--- src/core/aeps_pkg.sv ---
// Package with constants and types for the absolute encoder position select block.
package aeps_pkg;

    // ==========================================================
    // Encoder usage setting codes
    // ==========================================================
    localparam logic [1:0] AEPS_USE_NATIVE      = 2'h0;
    localparam logic [1:0] AEPS_USE_INCREMENTAL = 2'h1;
    localparam logic [1:0] AEPS_USE_SINGLE_TURN = 2'h2;

    // ==========================================================
    // Widths and reset values
    // ==========================================================
    localparam int         AEPS_TURN_W     = 16;
    localparam int         AEPS_PULSE_W    = 23;
    localparam int         AEPS_POS_W      = 40;
    localparam logic [1:0] AEPS_USAGE_RST  = 2'h0;

    // Native encoder type fitted to the motor.
    typedef enum logic [1:0] {
        AEPS_ENC_INCREMENTAL = 2'b00,
        AEPS_ENC_SINGLE_TURN = 2'b01,
        AEPS_ENC_MULTITURN   = 2'b10
    } aeps_enc_t;

    // Effective operating mode of the position path.
    typedef enum logic [1:0] {
        AEPS_MODE_INCREMENTAL = 2'b00,
        AEPS_MODE_SINGLE_TURN = 2'b01,
        AEPS_MODE_MULTITURN   = 2'b10
    } aeps_mode_t;

endpackage : aeps_pkg

--- src/core/aeps_position_select.sv ---
// Encoder usage selection and absolute position forming.
`timescale 1ns/100ps

// Notes on behaviour
// - Default setting uses encoder as its native type.
// - Setting one forces incremental, no absolute position.
// - Setting two makes absolute encoder single-turn.
// - Position kept as signed turns plus pulses.
// - Position equals turns times pulses-per-rotation plus pulses.
// - Single-turn operation forces turn count to zero.
// - Absolute mode reports retained stop position at start.
module aeps_position_select (
    input  wire logic                           clk_sys,
    input  wire logic                           reset,
    input  wire logic [1:0]                     encoder_usage_select,
    input  wire aeps_pkg::aeps_enc_t            enc_type,
    input  wire logic [31:0]                    encoder_pulses_per_rotation,
    input  wire logic signed [aeps_pkg::AEPS_TURN_W-1:0] enc_turns,
    input  wire logic [aeps_pkg::AEPS_PULSE_W-1:0]       enc_pulse_pos,
    input  wire logic                           enc_valid,
    output aeps_pkg::aeps_mode_t                mode_q,
    output logic                                abs_valid_q,
    output logic signed [aeps_pkg::AEPS_TURN_W-1:0]      turns_q,
    output logic [aeps_pkg::AEPS_PULSE_W-1:0]   pulse_pos_q,
    output logic signed [aeps_pkg::AEPS_POS_W-1:0]       abs_pos_q
);
    import aeps_pkg::*;

    // ==========================================================
    // Restart sampling
    // ==========================================================
    // The setting is caught on the first clock after reset release, never under
    // the asynchronous reset itself, so reset loads only constants.
    // armed_q closes the sampling window after that one edge; from then on the
    // setting and the fitted encoder type are frozen until the next reset.
    // A user who rewrites the setting while running sees no change in the mode,
    // because this setting is a restart-only value.
    // The fitted encoder type is frozen with it, so a cable swap under power
    // cannot switch the position path between absolute and incremental.
    logic       armed_q;
    logic [1:0] usage_q;
    aeps_enc_t  enc_type_q;

    always_ff @(posedge clk_sys or posedge reset) begin
        if (reset) begin
            armed_q    <= 1'b0;
            usage_q    <= AEPS_USAGE_RST;
            enc_type_q <= AEPS_ENC_INCREMENTAL;
        end else if (!armed_q) begin
            armed_q    <= 1'b1;
            usage_q    <= encoder_usage_select;
            enc_type_q <= enc_type;
        end
    end

    // Resolves the effective mode from setting and fitted encoder.
    // Setting two only narrows an absolute encoder; an incremental encoder has
    // no retained turn count to drop, so it stays incremental.
    // Code three is not defined and falls back to incremental, the safe choice
    // because it never claims an absolute position it cannot back up.
    function automatic aeps_mode_t mode_of(input logic [1:0] use_sel, input aeps_enc_t enc);
        aeps_mode_t m;
        m = AEPS_MODE_INCREMENTAL;
        case (use_sel)
            AEPS_USE_NATIVE: begin
                case (enc)
                    AEPS_ENC_MULTITURN:   m = AEPS_MODE_MULTITURN;
                    AEPS_ENC_SINGLE_TURN: m = AEPS_MODE_SINGLE_TURN;
                    default:              m = AEPS_MODE_INCREMENTAL;
                endcase
            end
            AEPS_USE_SINGLE_TURN: begin
                if (enc != AEPS_ENC_INCREMENTAL) begin
                    m = AEPS_MODE_SINGLE_TURN;
                end
            end
            default: m = AEPS_MODE_INCREMENTAL; // Setting one and unused codes.
        endcase
        return m;
    endfunction : mode_of

    // ==========================================================
    // Mode register
    // ==========================================================
    aeps_mode_t mode_d;
    assign mode_d = mode_of(usage_q, enc_type_q);

    // The mode settles one edge after sampling and is then constant until the
    // next reset, since its only sources are the frozen setting registers.
    always_ff @(posedge clk_sys or posedge reset) begin
        if (reset) begin
            mode_q <= AEPS_MODE_INCREMENTAL;
        end else begin
            mode_q <= mode_d;
        end
    end

    // ==========================================================
    // Position forming
    // ==========================================================
    // Both factors are widened to the full position width before the multiply,
    // so a large pulse count per rotation with many turns keeps every bit that
    // fits the result. The product is combinational; at 100 MHz a 40-bit
    // multiply is a timing hazard on slow parts, traded for one cycle of latency.
    // Results beyond the position width wrap; the host must keep turns times
    // pulses per rotation inside that range.
    logic signed [AEPS_TURN_W-1:0] turns_d;
    logic signed [AEPS_POS_W-1:0]  abs_pos_d;
    logic signed [AEPS_POS_W-1:0]  prod;

    // Zero-extends a pulse position to the signed position width.
    // The pulse position is never negative, so no sign bit is copied.
    function automatic logic signed [AEPS_POS_W-1:0] widen_pulse(
        input logic [AEPS_PULSE_W-1:0] p);
        return $signed({{(AEPS_POS_W-AEPS_PULSE_W){1'b0}}, p});
    endfunction : widen_pulse

    assign turns_d = (mode_q == AEPS_MODE_MULTITURN) ? enc_turns : '0;
    assign prod = AEPS_POS_W'(turns_d) * AEPS_POS_W'($signed({1'b0, encoder_pulses_per_rotation}));
    assign abs_pos_d = prod + widen_pulse(enc_pulse_pos);

    // Capture takes turns and pulses in the same cycle so the pair never tears.
    // Without new encoder data the last capture stands, which is the retained
    // stop position the host reads after power returns.
    // turns and pulses held separately
    // stop position reported once encoder data is valid
    always_ff @(posedge clk_sys or posedge reset) begin
        if (reset) begin
            abs_valid_q <= 1'b0;
            turns_q     <= '0;
            pulse_pos_q <= '0;
            abs_pos_q   <= '0;
        end else if (armed_q && enc_valid && mode_q != AEPS_MODE_INCREMENTAL) begin
            abs_valid_q <= 1'b1;
            turns_q     <= turns_d;
            pulse_pos_q <= enc_pulse_pos;
            abs_pos_q   <= abs_pos_d;
        end else if (mode_q == AEPS_MODE_INCREMENTAL) begin
            abs_valid_q <= 1'b0;
            turns_q     <= '0;
            pulse_pos_q <= '0;
            abs_pos_q   <= '0;
        end
    end

    // ==========================================================
    // Checks
    // ==========================================================
    // Every check is disabled under reset; the mode and the frozen setting are
    // reloaded there, so comparisons across a reset edge mean nothing.
    // Checks on the mode use |=> because mode_q follows the frozen setting by
    // one edge.
    setting_held_a: assert property (@(posedge clk_sys) disable iff (reset)
        armed_q && $past(armed_q) |-> $stable(usage_q))
        else $error("Usage setting changed after restart.");
    incr_no_abs_a: assert property (@(posedge clk_sys) disable iff (reset)
        mode_q == AEPS_MODE_INCREMENTAL |=> !abs_valid_q)
        else $error("Absolute position reported in incremental mode.");
    single_zero_a: assert property (@(posedge clk_sys) disable iff (reset)
        abs_valid_q && mode_q == AEPS_MODE_SINGLE_TURN |-> turns_q == '0)
        else $error("Turn count not zero in single-turn mode.");
    sel_two_a: assert property (@(posedge clk_sys) disable iff (reset)
        usage_q == AEPS_USE_SINGLE_TURN && enc_type_q != AEPS_ENC_INCREMENTAL
        |=> mode_q == AEPS_MODE_SINGLE_TURN)
        else $error("Setting two did not give single-turn mode.");
    native_multi_a: assert property (@(posedge clk_sys) disable iff (reset)
        usage_q == AEPS_USE_NATIVE && enc_type_q == AEPS_ENC_MULTITURN
        |=> mode_q == AEPS_MODE_MULTITURN)
        else $error("Default setting did not keep multiturn mode.");
    pos_sum_a: assert property (@(posedge clk_sys) disable iff (reset)
        armed_q && enc_valid && mode_q != AEPS_MODE_INCREMENTAL
        |=> abs_pos_q == $past(abs_pos_d) && pulse_pos_q == $past(enc_pulse_pos))
        else $error("Absolute position not formed from turns and pulses.");
    turns_kept_a: assert property (@(posedge clk_sys) disable iff (reset)
        armed_q && enc_valid && mode_q == AEPS_MODE_MULTITURN
        |=> turns_q == $past(enc_turns))
        else $error("Turn count not kept in multiturn mode.");
    report_valid_a: assert property (@(posedge clk_sys) disable iff (reset)
        armed_q && enc_valid && mode_q != AEPS_MODE_INCREMENTAL |=> abs_valid_q)
        else $error("Stop position not reported in absolute mode.");

    // Setting one, code three and native single-turn mappings, and the cleared outputs of incremental use.
    // Single-turn reports must equal the bare pulse position.
    incr_forced_a: assert property (@(posedge clk_sys) disable iff (reset)
        armed_q && usage_q != AEPS_USE_NATIVE && usage_q != AEPS_USE_SINGLE_TURN
        |=> mode_q == AEPS_MODE_INCREMENTAL)
        else $error("Setting one did not force incremental mode.");
    incr_clear_a: assert property (@(posedge clk_sys) disable iff (reset)
        mode_q == AEPS_MODE_INCREMENTAL
        |=> turns_q == '0 && pulse_pos_q == '0 && abs_pos_q == '0)
        else $error("Position outputs not cleared in incremental mode.");
    native_single_a: assert property (@(posedge clk_sys) disable iff (reset)
        usage_q == AEPS_USE_NATIVE && enc_type_q == AEPS_ENC_SINGLE_TURN
        |=> mode_q == AEPS_MODE_SINGLE_TURN)
        else $error("Default setting did not keep single-turn mode.");
    single_pos_a: assert property (@(posedge clk_sys) disable iff (reset)
        abs_valid_q && mode_q == AEPS_MODE_SINGLE_TURN
        |-> abs_pos_q == widen_pulse(pulse_pos_q))
        else $error("Single-turn position differs from pulse position.");
    unarmed_idle_a: assert property (@(posedge clk_sys) disable iff (reset)
        !armed_q |=> !abs_valid_q)
        else $error("Position reported before the setting was sampled.");

    // ==========================================================
    // Cover points
    // ==========================================================
    // The main scenarios: each absolute mode reporting, incremental idling,
    // a negative turn count and setting two in force.
    multi_cov_c:  cover property (@(posedge clk_sys) abs_valid_q && mode_q == AEPS_MODE_MULTITURN);
    neg_turns_c:  cover property (@(posedge clk_sys) abs_valid_q && turns_q < 0);
    sel_two_c:    cover property (@(posedge clk_sys) armed_q && usage_q == AEPS_USE_SINGLE_TURN);
    single_cov_c: cover property (@(posedge clk_sys) abs_valid_q && mode_q == AEPS_MODE_SINGLE_TURN);
    incr_cov_c:   cover property (@(posedge clk_sys) armed_q && mode_q == AEPS_MODE_INCREMENTAL);

endmodule : aeps_position_select

--- config.mk ---
export PLATFORM = sky130hd
export DESIGN_NAME = aeps_position_select
export DESIGN_NICKNAME = d
export VERILOG_FILES = /design/src/core/aeps_pkg.sv /design/src/core/aeps_position_select.sv
export SDC_FILE = /design/constraint.sdc
export NUM_CORES = 1
export LEC_CHECK = 0
export ABC_AREA = 1
export BUFFER_PORTS_ARGS = -buffer_cell sky130_fd_sc_hd__buf_2
export CAP_MARGIN = 10
export CORE_MARGIN = 2
export CORE_UTILIZATION = 68
export DETAILED_ROUTE_END_ITERATION = 6
export HOLD_SLACK_MARGIN = 0.06
export PLACE_DENSITY = 0.93
export RECOVER_POWER = 100
export SLEW_MARGIN = 10
export SYNTH_ARGS = -nofsm -noshare
export SYNTH_HDL_FRONTEND = slang
export SYNTH_SLANG_ARGS = --single-unit
--- constraint.sdc ---
create_clock -name clk_sys -period 14 [get_ports clk_sys]
set_input_delay 2.1 -clock clk_sys [delete_from_list [all_inputs] [get_ports clk_sys]]
set_output_delay 2.1 -clock clk_sys [all_outputs]
set_load 0.05 [all_outputs]
Word level (Yosys, flattened, before mapping):

Index checks and enable logic that the tools add are counted.

* register bits: 87
* output and inout bits: 82

* muxes and demuxes: 12
* multiply operators: 1
* reductions and logical operators: 7
* equal/unequal tests: 4
* $add $sub $neg: 1

Operators by type and width (count)
* 2-to-1 mux 40 bit: 2
* 2-to-1 mux 16 bit: 3
* 2-to-1 mux 23 bit: 2
* adder 40 x 24 -> 40 bit: 1
* multiplier 16 x 33 -> 40 bit: 1
* case mux 2 bit (2 select lines): 2
* == test 2 bit (second input constant): 3
* nonzero test 2 bit: 3
* zero test 2 bit: 2
* 2-to-1 mux 1 bit: 3
* == test 2 x 1 -> 1 bit (second input constant): 1
* logical AND 1 bit: 2

Longest topological paths before layout:

* depth after elaboration: 5
* mapped depth: 32
* depth with buffers taken out: 30

Worst setup path after synthesis:

No wires, ideal clock.

* kind: input port to flip-flop
* start point: in enc_turns[8] in the netlist's numbering
* end point: reg abs_pos_q[39] in the netlist's numbering
* setup time: 118 ps
* data required time: 13882 ps
* path slack: 6596 ps
* arrival time: 7287 ps
* buffers on the path: 2
* stages on the path: 26
* cells stage by stage: nand3_1 > inv_1 > clkbuf_1 > buf_1 > nand2_1 > fa_1 > fa_1 > inv_1 > fa_1 > inv_1 > fa_1 > fa_1 > fa_1 > inv_1 > ha_1 > inv_1 > o21bai_1 > or2_2 > nand2_1 > nand2_1 > a21oi_1 > nand3_1 > inv_1 > nand3_1 > nand3_1 > nand2_1

* word-level cells in the longest chain between the ends: 4

Ends and longest elaborated chain
* start: declaration: RTL line aeps_position_select.sv:18 `input wire logic signed [aeps_pkg::AEPS_TURN_W-1:0] enc_turns,`
* 2-to-1 mux 16 bit: RTL line aeps_position_select.sv:118 `assign turns_d = (mode_q == AEPS_MODE_MULTITURN) ? enc_turns : '0;`
* multiplier 16 x 33 -> 40 bit: RTL line aeps_position_select.sv:119 `assign prod = AEPS_POS_W'(turns_d) * AEPS_POS_W'($signed({1'b0, encoder_pulses_per_rotation}));`
* adder 40 x 24 -> 40 bit: RTL line aeps_position_select.sv:120 `assign abs_pos_d = prod + widen_pulse(enc_pulse_pos);`
* 2-to-1 mux 40 bit: RTL line aeps_position_select.sv:133 `end else if (armed_q && enc_valid && mode_q != AEPS_MODE_INCREMENTAL) begin`
* end signal: assignment: RTL line aeps_position_select.sv:137 `abs_pos_q <= abs_pos_d;`
* end: declaration: RTL line aeps_position_select.sv:25 `output logic signed [aeps_pkg::AEPS_POS_W-1:0] abs_pos_q`

No other way between the ends.
A chain may end at the register's enable or synchronous reset.

Worst setup path after layout:

* start point: in enc_turns[2] in the netlist's numbering
* end point: reg abs_pos_q[34] in the netlist's numbering

The elaborated chain is that of the path after synthesis.

==> results_dict.tcl <==
set metrics [dict create \
    status "complete, but fails checks" \
    violations "capacitance limit, slew limit" \
    layout-drive-gt1-share_pct 4.74 \
    cts_tree "built" \
    vias 17100 \
    synth_ff_type "dfrtp_1" \
    worst-path-stages 25 \
    setup_viol 0 \
    fin_skew_ps 5.35 \
    endpoint_kind "flip-flop" \
    ios 160 \
    seqPwrFrac_pct 23.9 \
    criticalPathCategory "in2reg" \
    postPlaceCellArea_um2 20400 \
    fp.dieH_um 173 \
    cp.arrival_ps 9220 \
    initial_utilization_pct 69.3 \
    clk_pin_slew_ps 70 \
    antenna_found_initial 1 \
    yosys.area.top_type_share_pct 43.1 \
    root_buffer "clkbuf_16" \
    chipWidth_um 173 \
    fmax_ghz 0.111 \
    cts.hold.buffers_added 0 \
    finalCriticalPeriod_ps 8980 \
    powerDensity_nw_per_um2 56.1 \
    grt_pass1_vias 18400 \
    seqCellArea_um2 2180 \
    cts_max_level 3 \
    synth_enable_flop_cells 0 \
    p_clk_share_pct 24.0 \
    design_area_um2 20600 \
    p_sw_share_pct 48.0 \
    post-route-period-util_pct 64.1 \
    max_slew_margin_pct -147 \
    via_per_inst 5.93 \
    cp_slowest_stage_delay_ps 960 \
    critPathMostFrequentCell "nand2_1" \
    wirelength_mm 60.6 \
    path_buf_inv 5 \
    crit_family "adder cells" \
    syn_area_um2 19300 \
    clockBufferDepth 2 \
    grt_pass1_wl_mm 95.7 \
    syn_nets 3018 \
    drv_cap 3 \
    crit_path_start_kind "primary input" \
    crit_slowest_cell "inv_1" \
    multiInputGateArea_um2 14400 \
    wl_met1_mm 20.1 \
    combPwrFrac_pct 52.1 \
    fin_setup_tns_ps 0 \
    p_total_mw 1.15 \
    p_int_mw 0.600 \
    clk_latency_ps 360 \
    cp.required_ps 14240 \
    fillCellCount 2126 \
    synth_cell_types 39 \
    dp_hpwl_mm 49.0 \
    hold_class "reg2reg" \
    tightest_slew_ps 3700 \
    routedWlPerCell_um 21.0 \
    synthTopCellsByArea "fa_1 43%, inv_1 12%, dfrtp_1 11%" \
    drc 0 \
    p_leak_nw 11.1 \
    synthArstFlopShare_pct 100 \
    antenna_cells 0 \
    wl_met2_mm 28.1 \
    avgSynthCellArea_um2 8.02 \
    synth_most_common_cell "inv_1" \
    cts_resized 0 \
    fin_nets 3117 \
    drv_slew 176 \
    ant_nets 0 \
    numCtsBuffers 9 \
    wl_met3_mm 7.75 \
    ys_seq_elements 87 \
    drt_iter0_markers 1752 \
    worstPathMaxFanout 24 \
    rows 61 \
    cts_setup_buffers 0 \
    first_pass_iters 6 \
    whs_path_depth 1 \
    dieArea_um2 29800 \
    synth_cells 2408 \
    ys_warn_count 0 \
    rsz0062_at_grt "no" \
    core_um2 27900 \
    hold_viol 0 \
    yosysTopAreaCell "fa_1" \
    r2r_cells 26 \
    area_delta_synth_final_pct 6.47 \
    ir_drop_uv 54.9 \
    cts_sinks 87 \
    port_buffers 159 \
    grt.overflow.total 0 \
    grt_max_degree 81 \
    seq_area_frac_synth_pct 11.3 \
    top_layer_used "met5" \
    p_sw_mw 0.553 \
    synth_commonest_cells "618 x inv_1, 534 x nand2_1, 416 x fa_1, 263 x nor2_1, 116 x ha_1" \
    place_congestion 1.08 \
    track_usage_pct 41.9 \
]
[cell type report]
| cell class | count | share of cell area [%] |
|---|---|---|
| Multi-Input combinational cell | 1607 | 70.2 |
| Inverter | 629 | 11.5 |
| Sequential cell | 87 | 10.6 |
| Timing Repair Buffer | 173 | 3.83 |
| Tap cell | 378 | 2.30 |
| Clock buffer | 9 | 1.10 |
| Clock inverter | 6 | 0.456 |
[state kept, by name, summed over array words and instances, names as in the netlist]
signal,count
armed_q,1
turns_q,16
usage_q,2
mode_q,2
enc_type_q,2
abs_valid_q,1
abs_pos_q,40
pulse_pos_q,23
[routing by layer]
layer	global-route usage [%]	up-vias
li1	-	7175
met1	50.4	8255
met2	66.6	1319
met3	12.2	372
met4	26.9	2
met5	0	-
[metrics by stage]
stage	instances	utilization, %	setup WS (ps)	hold slack (ps)
3_3_place_gp	2874	73.1	4990	436
4_1_cts	2889	74.2	5250	467
2_1_floorplan	2408	-	6600	420
3_5_place_dp	2874	73.1	4910	459
6_report	2889	73.8	5020	476
5_1_grt	2889	73.8	4880	487
[power groups by stage]
stage / Clock [mW] / Sequential (mW) / Combinational [mW]
after floorplan: 0 / 0.325 / 0.352
after global placement: 0 / 0.279 / 0.570
after detailed placement: 0 / 0.280 / 0.589
after CTS: 0.275 / 0.275 / 0.594
after global routing: 0.286 / 0.277 / 0.654
final: 0.276 / 0.276 / 0.601
[cells by family after synthesis]
group	after synthesis	synth area share [%]
AO/OA/AOI/OAI	195	5.93
XOR/XNOR	7	0.318
adder cells (fa/ha/maj)	532	50.6
buffers and inverters	714	14.0
flip-flops	87	11.3
multiplexers	3	0.175
other	1	0.0194
AND/OR/NAND/NOR	869	17.7
[cell usage in the layout, fill, tap and decap left out, types with 7 or more instances in the layout]
master     instances
a21oi_1           61
dfrtp_1           87
nor2_1           263
nor3_1             7
nand2_1          534
o21ai_0           78
a22o_1            27
clkbuf_16          9
a31oi_1            7
buf_4             11
ha_1             116
inv_1            617
fa_1             416
buf_2             77
o21bai_1          12
clkinv_1           9
nand3_1           42
clkbuf_1          85
[worst paths after layout]
kind | from | to | slack (ps)
min in group asynchronous | reset | abs_pos_q[38] | 2040
setup reg to reg | mode_q[1] | abs_pos_q[34] | 5270
hold / removal | usage_q[1] | mode_q[1] | 480
hold reg to reg | usage_q[1] | mode_q[1] | 480
setup / recovery | enc_turns[2] | abs_pos_q[34] | 5020
max in group asynchronous | reset | pulse_pos_q[14] | 8160
Note: power is estimated with default switching activity, not from simulation.
